$ cat src/core/sfr_pkg.sv
// package: opcodes, field positions, reset values and types of the flash status/config registers
package sfr_pkg;
   localparam int CLK_PERIOD_NS = 8;
   // command codes
   localparam logic [7:0] OP_WRITE_ENABLE = 8'h06;
   localparam logic [7:0] OP_WRITE_DISABLE = 8'h04;
   localparam logic [7:0] OP_READ_STATUS_LO = 8'h05;
   localparam logic [7:0] OP_READ_STATUS_HI = 8'h35;
   localparam logic [7:0] OP_STATUS_WRITE_A = 8'h01;
   localparam logic [7:0] OP_STATUS_WRITE_B = 8'h31;
   localparam logic [7:0] OP_CONFIG_WRITE = 8'h11;
   localparam logic [7:0] OP_CONFIG_READ = 8'h15;
   localparam logic [7:0] OP_CONFIG_READ_D = 8'h45;
   localparam logic [7:0] OP_STATUS_WAIT = 8'h25;
   localparam logic [7:0] OP_SUSPEND_A = 8'h75;
   localparam logic [7:0] OP_SUSPEND_B = 8'hB0;
   localparam logic [7:0] OP_RESUME_A = 8'h7A;
   localparam logic [7:0] OP_RESUME_B = 8'h30;
   localparam logic [7:0] OP_PAGE_ERASE = 8'h81;
   // status word bit positions
   localparam int ST_WIP = 0;
   localparam int ST_WEL = 1;
   localparam int ST_SRP_LOW = 7;
   localparam int ST_SRP_HIGH = 8;
   localparam int ST_QE = 9;
   localparam int ST_PSUS = 10;
   localparam int ST_LOCK_LSB = 11;
   localparam int ST_CMP = 14;
   localparam int ST_ESUS = 15;
   // configuration byte bit positions
   localparam int CF_HOLD_RST = 7;
   localparam int CF_DRV_LSB = 5;
   localparam int CF_WIDE_PAGE = 4;
   localparam int CF_SCHEME = 2;
   // reset values and write masks
   localparam logic [15:0] STATUS_RESET = 16'h0000;
   localparam logic [7:0] CONFIG_RESET = 8'h40;
   localparam logic [15:0] STATUS_WRITE_MASK = 16'h7BFC;
   localparam logic [15:0] BYTE8_CLEAR_MASK = 16'h4300;
   localparam logic [2:0] LOCK_MASK = 3'h7;
   localparam logic [7:0] CONFIG_WRITE_MASK = 8'hF4;
   localparam logic [9:0] PAGE_WRAP_SMALL = 10'h0FF;
   localparam logic [9:0] PAGE_WRAP_WIDE = 10'h3FF;
   // link bit counts
   localparam logic [4:0] BITS_BYTE = 5'h08;
   localparam logic [4:0] BITS_WORD = 5'h10;
   localparam logic [4:0] BITS_SAT = 5'h1F;

   typedef struct packed {
      logic cs_n;
      logic sclk;
      logic [3:0] io;
   } sfr_pins_t;

   typedef struct packed {
      logic hold_reset_sel;
      logic [1:0] drive;
      logic wide_page;
      logic rsvd3;
      logic scheme;
      logic rsvd1;
      logic rsvd0;
   } sfr_cfg_t;

   typedef struct packed {
      logic scheme;
      logic complement;
      logic [4:0] block_protect;
      logic [2:0] sec_lock;
   } sfr_prot_t;

   typedef enum logic [2:0] {
      LS_IDLE = 3'b000,
      LS_CMD = 3'b001,
      LS_WDATA = 3'b010,
      LS_RDOUT = 3'b011,
      LS_WAITOUT = 3'b100,
      LS_SKIP = 3'b101
   } sfr_state_t;
endpackage

$ cat src/core/sfr_regs.sv
// status word and configuration byte logic behind the serial flash pins
`timescale 1ns/1ns
module sfr_regs import sfr_pkg::*; #(
   parameter int unsigned STATUS_WRITE_TIME_NS = 5000000
) (
   // clock, reset, enable
   input wire logic clk_sys_i,
   input wire logic rst_i,
   input wire logic ce_i,
   // serial pins
   input wire logic cs_n_i,
   input wire logic sclk_i,
   input wire logic [3:0] io_i,
   output logic [3:0] io_o,
   output logic [3:0] io_oe_o,
   // device mode, same clock domain
   input wire logic four_line_i,
   input wire logic option_d_i,
   input wire logic program_busy_i,
   input wire logic erase_busy_i,
   // state toward the array logic
   output logic [15:0] status_o,
   output sfr_cfg_t cfg_o,
   output sfr_prot_t prot_o,
   output logic write_in_progress_o,
   output logic [1:0] drive_strength_o,
   output logic pin_hold_o,
   output logic pin_reset_o,
   output logic pin_data_o,
   output logic [9:0] page_wrap_mask_o,
   output logic page_erase_o,
   output logic page_erase_wide_o,
   output logic block_lock_preset_o
);
   localparam int unsigned TW_CYCLES =
      (STATUS_WRITE_TIME_NS + CLK_PERIOD_NS - 1) / CLK_PERIOD_NS;

   // combine a byte or word of status write data with the old word
   function automatic logic [15:0] status_apply(input logic [15:0] old, input logic [15:0] d,
                                                input logic wide);
      logic [15:0] cand;
      logic [15:0] res;
      cand = wide ? {d[7:0], d[15:8]} : {old[15:8] & ~BYTE8_CLEAR_MASK[15:8], d[7:0]};
      res = (cand & STATUS_WRITE_MASK) | (old & ~STATUS_WRITE_MASK);
      res[ST_LOCK_LSB +: 3] = res[ST_LOCK_LSB +: 3] | old[ST_LOCK_LSB +: 3];
      return res;
   endfunction

   // shift one or four sampled lines into a register
   function automatic logic [15:0] shift_in(input logic [15:0] sr, input logic [3:0] io,
                                            input logic quad);
      return quad ? {sr[11:0], io} : {sr[14:0], io[0]};
   endfunction

   sfr_pins_t pins_s;
   sfr_pins_t pins_q;
   sfr_pins_t pins_q_next;
   sfr_sync #(.W(6)) u_sync (
      .clk_sys_i(clk_sys_i),
      .rst_i(rst_i),
      .ce_i(ce_i),
      .d_i({cs_n_i, sclk_i, io_i}),
      .q_o(pins_s)
   );

   logic sclk_rise;
   logic sclk_fall;
   logic cs_rise;
   logic cs_fall;
   logic [4:0] nbits;
   assign pins_q_next = ce_i ? pins_s : pins_q;
   // edges of the synchronised link signals
   assign sclk_rise = pins_s.sclk & ~pins_q.sclk & ~pins_s.cs_n;
   assign sclk_fall = ~pins_s.sclk & pins_q.sclk & ~pins_s.cs_n;
   assign cs_rise = pins_s.cs_n & ~pins_q.cs_n;
   assign cs_fall = ~pins_s.cs_n & pins_q.cs_n;
   assign nbits = four_line_i ? 5'h04 : 5'h01;

   sfr_state_t state_reg, state_next;
   logic [4:0] cnt_reg, cnt_next;
   logic [7:0] cmd_reg, cmd_next;
   logic [15:0] data_reg, data_next;
   logic [7:0] out_reg, out_next;
   logic out_en_reg, out_en_next;
   logic [15:0] status_reg, status_next;
   sfr_cfg_t cfg_reg, cfg_next;
   logic [31:0] tw_cnt_reg, tw_cnt_next;
   logic wsr_busy_reg, wsr_busy_next;
   logic wip_reg, wip_next;
   logic preset_reg, preset_next;
   logic erase_pulse_reg, erase_pulse_next;
   logic [15:0] status_view;
   logic [4:0] cnt_inc;
   logic [15:0] cmd_shift;
   logic write_blocked;
   logic status_write_op;
   logic status_write_command_accept;
   logic wrcr_accept;
   logic enable_set;

   // live status word with latch and busy folded in
   always_comb begin
      status_view = status_reg;
      status_view[ST_WEL] = status_reg[ST_WEL];
      status_view[ST_WIP] = wip_reg;
   end

   // link state: command shift, data shift, read-out
   always_comb begin
      state_next = state_reg;
      cnt_next = cnt_reg;
      cmd_next = cmd_reg;
      data_next = data_reg;
      out_next = out_reg;
      out_en_next = out_en_reg;
      cnt_inc = (cnt_reg > BITS_SAT - nbits) ? BITS_SAT : cnt_reg + nbits;
      cmd_shift = shift_in({8'h00, cmd_reg}, pins_s.io, four_line_i);
      if (!ce_i) begin
         state_next = state_reg;
      end else if (pins_s.cs_n) begin
         state_next = LS_IDLE;
         out_en_next = 1'b0;
      end else if (cs_fall) begin
         state_next = LS_CMD;
         cnt_next = '0;
         out_en_next = 1'b0;
      end else if (sclk_rise) begin
         cnt_next = cnt_inc;
         unique case (state_reg)
            LS_CMD: begin
               cmd_next = cmd_shift[7:0];
               if (cnt_inc == BITS_BYTE) begin
                  cnt_next = '0;
                  state_next = LS_SKIP;
                  if (cmd_shift[7:0] == OP_STATUS_WRITE_A || cmd_shift[7:0] == OP_CONFIG_WRITE
                      || (cmd_shift[7:0] == OP_STATUS_WRITE_B && !option_d_i)) begin
                     state_next = LS_WDATA;
                  end else if (cmd_shift[7:0] == (option_d_i ? OP_CONFIG_READ_D
                                                             : OP_CONFIG_READ)) begin
                     state_next = LS_RDOUT;
                     out_next = cfg_reg;
                  end else if (cmd_shift[7:0] == OP_READ_STATUS_LO) begin
                     state_next = LS_RDOUT;
                     out_next = status_view[7:0];
                  end else if (cmd_shift[7:0] == OP_READ_STATUS_HI) begin
                     state_next = LS_RDOUT;
                     out_next = status_view[15:8];
                  end else if (cmd_shift[7:0] == OP_STATUS_WAIT) begin
                     state_next = LS_WAITOUT;
                     out_en_next = 1'b1;
                     out_next = {wip_reg, 7'h00};
                  end else begin
                     cnt_next = BITS_BYTE;
                  end
               end
            end
            LS_WDATA: data_next = shift_in(data_reg, pins_s.io, four_line_i);
            default: cnt_next = cnt_inc;
         endcase
      end else if (sclk_fall && state_reg == LS_RDOUT) begin
         // first fall puts the msb out, later falls rotate the byte
         if (out_en_reg) begin
            out_next = four_line_i ? {out_reg[3:0], out_reg[7:4]} : {out_reg[6:0], out_reg[7]};
         end
         out_en_next = 1'b1;
      end
      if (ce_i && state_reg == LS_WAITOUT && !pins_s.cs_n) begin
         out_next = {wip_reg, 7'h00};
      end
   end

   // hardware or lock-down protection of the status word
   assign write_blocked = status_reg[ST_SRP_HIGH]
      | (status_reg[ST_SRP_LOW] & ~status_reg[ST_QE] & ~pins_s.io[2]);
   assign status_write_op = (cmd_reg == OP_STATUS_WRITE_A)
      | (cmd_reg == OP_STATUS_WRITE_B & ~option_d_i);
   // busy cycles refuse new writes so a running cycle is never restarted
   assign status_write_command_accept = ce_i & cs_rise & (state_reg == LS_WDATA) & status_write_op
      & (cnt_reg == BITS_BYTE | cnt_reg == BITS_WORD) & status_reg[ST_WEL]
      & ~write_blocked & ~wip_reg;
   assign wrcr_accept = ce_i & cs_rise & (state_reg == LS_WDATA) & (cmd_reg == OP_CONFIG_WRITE)
      & (cnt_reg == BITS_BYTE) & status_reg[ST_WEL] & ~wip_reg;
   assign enable_set = ce_i & cs_rise & (state_reg == LS_SKIP) & (cnt_reg == BITS_BYTE)
      & (cmd_reg == OP_WRITE_ENABLE);

   // register contents, self-timed cycle, suspend flags
   always_comb begin
      status_next = status_reg;
      cfg_next = cfg_reg;
      tw_cnt_next = tw_cnt_reg;
      wsr_busy_next = wsr_busy_reg;
      wip_next = wip_reg;
      preset_next = preset_reg;
      erase_pulse_next = erase_pulse_reg;
      if (ce_i) begin
         preset_next = 1'b0;
         erase_pulse_next = 1'b0;
         wip_next = wsr_busy_reg | program_busy_i | erase_busy_i;
         if (wsr_busy_reg) begin
            if (tw_cnt_reg <= 32'd1) begin
               wsr_busy_next = 1'b0;
               status_next[ST_WEL] = 1'b0;
            end else begin
               tw_cnt_next = tw_cnt_reg - 32'd1;
            end
         end
         if (status_write_command_accept) begin
            status_next = status_apply(status_reg, data_reg, cnt_reg == BITS_WORD);
            wsr_busy_next = 1'b1;
            tw_cnt_next = TW_CYCLES;
         end
         if (wrcr_accept) begin
            cfg_next = data_reg[7:0] & CONFIG_WRITE_MASK;
            wsr_busy_next = 1'b1;
            tw_cnt_next = TW_CYCLES;
         end
         if (cs_rise && state_reg == LS_SKIP && cnt_reg == BITS_BYTE) begin
            unique case (cmd_reg)
               OP_WRITE_DISABLE: status_next[ST_WEL] = 1'b0;
               OP_SUSPEND_A, OP_SUSPEND_B: begin
                  if (erase_busy_i) status_next[ST_ESUS] = 1'b1;
                  if (program_busy_i) status_next[ST_PSUS] = 1'b1;
               end
               OP_RESUME_A, OP_RESUME_B: begin
                  status_next[ST_ESUS] = 1'b0;
                  status_next[ST_PSUS] = 1'b0;
               end
               default: status_next[ST_WEL] = status_next[ST_WEL];
            endcase
         end
         if (cs_rise && state_reg == LS_SKIP && cmd_reg == OP_PAGE_ERASE) begin
            erase_pulse_next = 1'b1;
         end
         // a write enable arriving as the cycle ends still sets the latch
         if (enable_set) begin
            status_next[ST_WEL] = 1'b1;
         end
      end
   end

   // all state registers
   always_ff @(posedge clk_sys_i) begin
      if (rst_i) begin
         pins_q <= '1;
         state_reg <= LS_IDLE;
         cnt_reg <= '0;
         cmd_reg <= '0;
         data_reg <= '0;
         out_reg <= '0;
         out_en_reg <= 1'b0;
         status_reg <= STATUS_RESET;
         cfg_reg <= CONFIG_RESET;
         tw_cnt_reg <= '0;
         wsr_busy_reg <= 1'b0;
         wip_reg <= 1'b0;
         preset_reg <= 1'b1;
         erase_pulse_reg <= 1'b0;
      end else begin
         pins_q <= pins_q_next;
         state_reg <= state_next;
         cnt_reg <= cnt_next;
         cmd_reg <= cmd_next;
         data_reg <= data_next;
         out_reg <= out_next;
         out_en_reg <= out_en_next;
         status_reg <= status_next;
         cfg_reg <= cfg_next;
         tw_cnt_reg <= tw_cnt_next;
         wsr_busy_reg <= wsr_busy_next;
         wip_reg <= wip_next;
         preset_reg <= preset_next;
         erase_pulse_reg <= erase_pulse_next;
      end
   end

   // pin drivers: single line on io1, four lines in quad read-out
   always_comb begin
      io_o = 4'h0;
      io_oe_o = 4'h0;
      if (out_en_reg && (state_reg == LS_RDOUT || state_reg == LS_WAITOUT)) begin
         if (four_line_i && state_reg == LS_RDOUT) begin
            io_o = out_reg[7:4];
            io_oe_o = 4'hF;
         end else begin
            io_o = {2'b00, out_reg[7], 1'b0};
            io_oe_o = 4'h2;
         end
      end
   end

   // decoded configuration toward the rest of the device
   assign status_o = status_view;
   assign cfg_o = cfg_reg;
   assign write_in_progress_o = wip_reg;
   assign prot_o = '{scheme: cfg_reg.scheme, complement: status_reg[ST_CMP],
      block_protect: status_reg[6:2], sec_lock: status_reg[ST_LOCK_LSB +: 3]};
   assign drive_strength_o = option_d_i ? CONFIG_RESET[CF_DRV_LSB +: 2] : cfg_reg.drive;
   assign pin_data_o = status_reg[ST_QE];
   assign pin_hold_o = ~status_reg[ST_QE] & ~cfg_reg.hold_reset_sel;
   assign pin_reset_o = ~status_reg[ST_QE] & cfg_reg.hold_reset_sel;
   assign page_wrap_mask_o = cfg_reg.wide_page ? PAGE_WRAP_WIDE : PAGE_WRAP_SMALL;
   assign page_erase_o = erase_pulse_reg;
   assign page_erase_wide_o = cfg_reg.wide_page;
   assign block_lock_preset_o = preset_reg;
endmodule // sfr_regs

$ cat src/core/sfr_sync.sv
// two-flop synchroniser for pins arriving from outside the system clock
`timescale 1ns/1ns
module sfr_sync #(
   parameter int W = 6
) (
   // clock and control
   input wire logic clk_sys_i,
   input wire logic rst_i,
   input wire logic ce_i,
   // data
   input wire logic [W-1:0] d_i,
   output logic [W-1:0] q_o
);
   logic [W-1:0] meta_reg;
   logic [W-1:0] meta_next;
   logic [W-1:0] q_reg;
   logic [W-1:0] q_next;

   // first stage feeds only the second stage
   always_comb begin
      meta_next = ce_i ? d_i : meta_reg;
      q_next = ce_i ? meta_reg : q_reg;
   end

   // idle pin level is high so chip select starts deasserted
   always_ff @(posedge clk_sys_i) begin
      if (rst_i) begin
         meta_reg <= '1;
         q_reg <= '1;
      end else begin
         meta_reg <= meta_next;
         q_reg <= q_next;
      end
   end

   assign q_o = q_reg;
endmodule // sfr_sync

$ cat config.mk
export PLATFORM = sky130hd
export DESIGN_NAME = sfr_regs
export DESIGN_NICKNAME = d
export VERILOG_FILES = /design/src/core/sfr_pkg.sv /design/src/core/sfr_regs.sv /design/src/core/sfr_sync.sv
export SDC_FILE = /design/constraint.sdc
export NUM_CORES = 1
export LEC_CHECK = 0
export BUFFER_PORTS_ARGS = -buffer_cell sky130_fd_sc_hd__buf_2
export CAP_MARGIN = 20
export CORE_MARGIN = 4
export CORE_UTILIZATION = 43
export CTS_CLUSTER_DIAMETER = 30
export DETAILED_ROUTE_END_ITERATION = 8
export SLEW_MARGIN = 40
export SYNTH_ARGS = -nofsm -noshare
export SYNTH_HDL_FRONTEND = slang
export SYNTH_SLANG_ARGS = --single-unit
export TNS_END_PERCENT = 1
$ cat constraint.sdc
create_clock -name clk_sys_i -period 5.1 [get_ports clk_sys_i]
set_clock_uncertainty 0.15 [all_clocks]
set_input_delay 1.02 -clock clk_sys_i [delete_from_list [all_inputs] [get_ports clk_sys_i]]
set_output_delay 1.02 -clock clk_sys_i [all_outputs]
set_load 0.03 [all_outputs]
Word level (Yosys, flattened, before mapping)

Index checks and enable logic that the tools add are counted.
Widths: inputs -> output; s select.

Bits in registers: 112
Bits of input ports: 13
Output and inout port bits: 61
Word-level logic and storage cells: 229

Add/subtract/negate cells: 3
$lt $le $gt $ge: 2
Eq/ne operators: 43
Multiplexer cells: 78
Bitwise logic cells: 43
Reduce and logical (&&, ||, !) cells: 38

Operators by type and width:

| kind                  | count |
|---|---|
| $mux 32               | 4 |
| $mux 8                | 16 |
| $eq 8x6->1 const B    | 5 |
| $mux 4                | 9 |
| $le 32x1->1 const B   | 1 |
| $mux 16               | 2 |
| $sub 32x1->32 const B | 1 |
| $mux 3                | 10 |
| $reduce_and 9->1      | 3 |
| $mux 1                | 26 |
| $and 1x1->1           | 25 |
| $mux 5                | 5 |
| $eq 8x3->1 const B    | 3 |
| $reduce_bool 3->1     | 6 |
| $eq 8x1->1 const B    | 2 |
| $eq 8x5->1 const B    | 2 |
| $eq 8x7->1 const B    | 2 |
| $eq 8x8->1 const B    | 2 |
| $ne 4x3->1 const B    | 4 |
| $or 15x16->16         | 1 |
| $mux 15               | 1 |
| $ne 4x1->1 const B    | 3 |
| $not 1->1             | 11 |
| $eq 5x4->1 const B    | 2 |
| other kinds (31)      | 61 |

Depth between registers and ports, before layout

Gate-level depths: netlist of run 1.

Depth after elaboration: 14
Mapped depth: 11
Mapped depth without buffers: 9

Modules after synthesis

Synthesis of run 1 repeated with hierarchy kept, for this count alone.

Cell total of the unflattened synthesis: 705
Area, all modules: 6137.1 sq um

By module, submodules not included:

| module   | times used | cells each | area each (sq um) | sequential area each (sq um) |
|---|---|---|---|---|
| sfr_regs | 1          | 666        | 5680.4            | 1981.9 |
| sfr_sync | 1          | 39         | 456.7             | 240.2 |

Worst setup path before layout of run 1

OpenSTA, ideal clock, no wires.

Kind: input to output
Start: input port four_line_i
End: output port io_o[1]
Arrival: 3324 ps
Required time: 3930 ps
Path slack: 606 ps
Stages: 6
Buffers on the path: 4
Cell sequence: clkbuf_1 buf_1 clkbuf_1 clkbuf_1 nand3_1 a21boi_0

Word-level cells in the longest chain between the ends: 3

RTL lines:

| what              | RTL line        | RTL |
|---|---|---|
| start, declared   | sfr_regs.sv:17  | `input wire logic four_line_i,` |
| $logic_and 1x1->1 | sfr_regs.sv:281 | `if (four_line_i && state_reg == LS_RDOUT) begin` |
| $mux 4            | sfr_regs.sv:281 |  |
| $mux 4            | sfr_regs.sv:280 | `if (out_en_reg && (state_reg == LS_RDOUT \|\| state_reg == LS_WAITOUT)) begin` |
| end, declared     | sfr_regs.sv:14  | `output logic [3:0] io_o,` |

Every way passes these cells.

Worst setup path after layout of run 1

Start: input port four_line_i
End: register out_reg[5]

Word-level cells in the longest chain between the ends: 9
Elaborated cells on any way between the ends: 31
Those cells by class: 2 x add/sub; 1 x order compare; 11 x eq/ne; 13 x mux; 4 x reduce/logical

RTL lines:

| what                                                | RTL line        | RTL |
|---|---|---|
| branches (longest 9 deep; another with $sub 1x4->5) | -               |  |
| end signal, assigned                                | sfr_regs.sv:264 | `out_reg <= out_next;` |
| end, declared                                       | sfr_regs.sv:83  | `logic [7:0] out_reg, out_next;` |

Parallel ways; which one is timed is not known. The select of a mux whose other input is x is not followed.
A chain may end at the register's enable or synchronous reset.

==> impl_metrics.ini, run 1 <==
[grt]
grt_use_total_pct = 20.25
grt_pass1_vias = 5195
grt_max_degree = 64
antenna_found_initial = 0
grt_pass1_wl_um = 27010
overflow = 0

[logic_synthesis]
synthCells = 755
synthFlopType = dfxtp_1
synth_cell_types = 67
async_reset_ff_share_pct = 0
synth_seq_cells = 111
ys_seq_area_share_pct = 35.95
synth_edf_count = 0
avgSynthCellArea_um2 = 8.187
netlist_area_um2 = 6181
yosys_warnings = 0

[clock_tree]
cts-root-buf = clkbuf_16
cts_tree = built
cts.sinks = 111
cts_resized = 0
cts.hold.buffers_added = 0
clock_latency_ps = 350
cts-htree-levels = 3
post_cts_buffers = 0
numCtsBuffers = 9
path_clk_slew_ps = 70
cts_max_path_buffers = 2

[sta]
finalSetupViolations = 0
fin_tns_setup_ps = 0
tightest_slew_ps = 751.1
fin_crit_ps = 3798
hold_viol = 0
finalCritPeriodShare_pct = 74.48
rsz0062_at_grt = false
worst_slack_ps = 1302
fmax_mhz = 263.3
slew-limit-headroom_pct = 48.63
drv_slew = 0
whs_ps = 314.4

[critical_path]
endpoint_kind = flop
path_cells = buf_2, inv_1, ha_1, ha_1, or4b_1, or4_1, or4_1, o21ai_1, a21oi_1, a41o_1
arrival_ps = 3890
cp.required_ps = 5190
cp_slowest_stage_delay_ps = 480
crit_path_top_delay_cell = or4b_1
crit_fanout = 8
path_class = input port to flop
crit_path_start_kind = input port

[placement]
dpl_cell_area_um2 = 6400
pre_cts_ws_ps = 969.9
io_buffers = 62
dp_hpwl_um = 11470
dp_cells = 935
gp_congestion = 0.9298

[floorplan]
start_util_pct = 44.19
core_um2 = 13990
pin_count = 74
die_width_um = 127.9
die-height_um = 127.9
die-area_um2 = 16360
rows = 43

[detailed_routing]
drt_iter0_markers = 386
wl_um = 16470
final_antenna_net_count = 0
first_pass_iters = 5
via_count = 5529
route.detailed.drc = 0
wire_per_inst_um = 17.31
via_per_inst = 5.814

[finish]
fillers = 1381
drive_gt1_share_pct = 13.23
nets = 785
area_growth_pct = 8.765
diodes = 0
largest_reg_flops = 32
final_cells = 951
fin_area_um2 = 6723
utilization_pct = 48.06

[hold_path]
min_path_type = flop to flop

[pwr]
power_density_nw_per_um2 = 259.4
leakagePower_nw = 2.673
total_power_mw = 1.744
max-vdd-ir-drop_v = 0.0002479

[flow_run]
maxCapViolCount = 0

[run_status]
outcome = completed
## path summary, 6_finish.rpt
check / start / endpoint / slack, ps / depth (start not counted)
max: four_line_i / out_reg[5] / 1300 / 10
max reg2reg: tw_cnt_reg[17] / tw_cnt_reg[20] / 1660 / 6
min: page_erase_o / page_erase_o / 310 / 2
min reg2reg: page_erase_o / page_erase_o / 310 / 2
## layer usage
layer  share of wire (%)  wire [µm]  GRT usage, %  up-vias
li1                    -          -             -     2739
met1                  45       7434         27.38     2598
met2                  48       7906         33.27      177
met3                 5.6        914         4.083       15
met4                 1.3        210         4.931        0
met5                   0          0             0        -
## synth_stat cells, drive strengths merged (11+ instances only)
library cell / n / area share (%)
clkbuf: 40 / 2.4
dfxtp: 111 / 36
nor2: 71 / 4.3
xor2: 11 / 1.6
nor2b: 11 / 1.1
buf: 36 / 4.1
o21ai: 34 / 2.8
a21oi: 65 / 5.4
a211oi: 24 / 2.9
nand2: 60 / 3.6
mux2i: 51 / 8.3
nor3: 16 / 1.3
o211ai: 12 / 1.5
or3: 15 / 1.5
nor4: 16 / 1.7
inv: 16 / 0.97
or4: 20 / 2.5
nand3: 29 / 2.3
## power breakdown
group | internal, mW | total (mW) | switching (mW) | leakage [nW]
sequential | 0.872 | 0.878 | 0.00666 | 0.897
combinational | 0.0279 | 0.0942 | 0.0663 | 1.62
clock | 0.433 | 0.771 | 0.338 | 0.156
## kinds of logic after synthesis
family / share of synthesized area (%)
simple gates: 25.53
compound gates: 17.92
flops: 35.95
buf+inv: 7.550
xor+xnor: 2.551
fa+ha+maj: 1.215
other cells: 0.1215
mux: 9.170
## cell type report
| cell class | instances | area (µm²) | share of cell area [%] |
|---|---|---|---|
| multi-input combinational | 561 | 3547 | 52.76 |
| sequential | 111 | 2222 | 33.05 |
| timing repair buffer | 67 | 347.8 | 5.174 |
| clock buffer | 9 | 225.2 | 3.350 |
| tap | 180 | 225.2 | 3.350 |
| clock inverter | 7 | 95.09 | 1.414 |
| inverter | 16 | 60.06 | 0.8934 |
## layout by cell type, fill, tap and decap left out, drive strengths merged, types with 5 or more instances in the layout
cell type,netlist,layout
a211oi,24,24
a21oi,65,65
a31oi,8,8
and2,8,8
buf,36,67
clkbuf,40,9
conb,2,11
dfxtp,111,111
ha,6,6
inv,16,18
mux2i,51,51
nand2,60,60
nand3,29,29
nand3b,8,8
nand4,5,5
nor2,71,71
nor2b,11,11
nor3,16,16
nor4,16,16
o211ai,12,12
o21ai,34,34
o31ai,7,7
or3,15,15
or3b,6,6
or4,20,20
xnor2,7,7
xor2,11,11
## critical path, delay by kind of cell
| kind | cells | cell delay (ps) |
|---|---|---|
| and+or+nand+nor | 3 | 1360 |
| AOI/OAI and AO/OA | 3 | 670 |
| adders and majority gates | 2 | 530 |
| buffers and inverters | 2 | 310 |
Power figures use the tool's default switching activity.
==> run 2: changes to the inputs <==
==> constraint.sdc (replaced) <==
create_clock -name clk_sys_i -period 3.35 [get_ports clk_sys_i]
set_clock_uncertainty 0.15 [all_clocks]
set_input_delay 0.67 -clock clk_sys_i [delete_from_list [all_inputs] [get_ports clk_sys_i]]
set_output_delay 0.67 -clock clk_sys_i [all_outputs]
set_load 0.03 [all_outputs]
==> impl_metrics.ini, run 2 (same netlist as run 1, synthesis figures left out) <==
[grt]
grt_pass1_vias = 5253
grt_pass1_wl_um = 27330
overflow = 0
grt_max_degree = 48
grt_use_total_pct = 20.59
antenna_found_initial = 0

[clock_tree]
post_cts_buffers = 0
clock_latency_ps = 360
cts-root-buf = clkbuf_16
cts-htree-levels = 3
path_clk_slew_ps = 70
cts.hold.buffers_added = 0
cts.sinks = 111
cts_max_path_buffers = 2
numCtsBuffers = 9
cts_tree = built
cts_resized = 0

[floorplan]
die-height_um = 127.9
rows = 43
start_util_pct = 44.19
die_width_um = 127.9
die-area_um2 = 16360
core_um2 = 13990
pin_count = 74

[finish]
diodes = 0
nets = 812
layout_common_cells = dfxtp_1 (111), nor2_1 (70), a21oi_1 (64)
fillers = 1343
regArea_um2 = 2222
area_growth_pct = 12.69
layout_commonest_cell = dfxtp_1
multi_input_area_um2 = 3545
largest_reg_flops = 32
drive_gt1_share_pct = 16.04

[critical_path]
arrival_ps = 3370
cp.required_ps = 3480
cp_slowest_stage_delay_ps = 480
critPathBufInv = 2
cp_num_cells = 10
startpoint = four_line_i
crit_path_start_kind = input port
path_class = input port to flop
reg2reg_from = cnt_reg[0]
ff2ff_setup_slack_ps = 210
r2r_end = state_reg[2]
crit_path_top_delay_cell = or4b_1
path_cells = buf_2, inv_1, ha_1, ha_1, or4b_1, or4_1, nor4_1, o31ai_1, or4_1, a21oi_1
crit_family = simple AND/OR/NAND/NOR gates
crit_fanout = 3
rr_worst_depth = 8
endpoint_kind = flop
critPathCapture = state_reg[2]

[detailed_routing]
via_count = 5586
wl_um = 16760
drt_iter0_markers = 296
wire_per_inst_um = 17.14
via_per_inst = 5.712
route.detailed.drc = 0
first_pass_iters = 5
final_antenna_net_count = 0

[placement]
io_buffers = 62
dp_hpwl_um = 12000
gp_congestion = 0.8927

[sta]
hold_viol = 0
finalCritPeriodShare_pct = 96.57
rsz0062_at_grt = false
fin_crit_ps = 3235
fmax_mhz = 309.1
slew-limit-headroom_pct = 48.55
fin_tns_setup_ps = 0
finalSetupViolations = 0
drv_slew = 0
whs_ps = 313.2
tightest_slew_ps = 771.0

[pwr]
leakagePower_nw = 2.818
power_density_nw_per_um2 = 400.5
max-vdd-ir-drop_v = 0.0003583

[run_status]
outcome = completed

[flow_run]
maxCapViolCount = 0

[hold_path]
min_path_type = flop to flop
## run 2: layer usage
metal	share of wire (%)	vias to the layer above	track usage (%)
met1	44	2634	26.49
met2	48	144	34.29
met5	0	-	0
met3	5.7	26	4.833
li1	-	2782	-
met4	2.2	0	6.305
## run 2: cell type report
class	instances	area share (%)
clock buffer	11	3.629
clock inverter	5	1.581
inverter	16	0.8622
multi-input combinational	561	50.89
sequential	111	31.90
tap	180	3.233
timing repair buffer	94	7.904
## run 2: worst min path at each step
stage	from	to	slack (ps)	cells after the start
after floorplan	tw_cnt_reg[31]	tw_cnt_reg[31]	290	2
after global placement	block_lock_preset_o	block_lock_preset_o	300	1
after detailed placement	block_lock_preset_o	block_lock_preset_o	300	1
after CTS	page_erase_o	page_erase_o	310	2
after global routing	block_lock_preset_o	block_lock_preset_o	330	1
final	block_lock_preset_o	block_lock_preset_o	310	1
## run 2: through the flow
stage | utilization [%] | instances | setup slack, ps | power (mW) | cell area (µm²)
final | 49.79 | 978 | 114.9 | 2.789 | 6965
after detailed placement | 47.20 | 962 | -206.9 | 1.521 | 6603
after floorplan | - | 764 | -212.6 | 1.487 | 6241
after CTS | 49.79 | 978 | 155.0 | 2.824 | 6965
after global placement | 47.19 | 962 | -99.39 | 1.518 | 6601
after global routing | 49.79 | 978 | 20.40 | 2.877 | 6965
## run 2: power breakdown
part | leakage [nW] | total, mW | internal [mW] | switching, mW
sequential | 0.897 | 1.34 | 1.33 | 0.00808
combinational | 1.74 | 0.155 | 0.0505 | 0.105
clock | 0.178 | 1.30 | 0.781 | 0.518
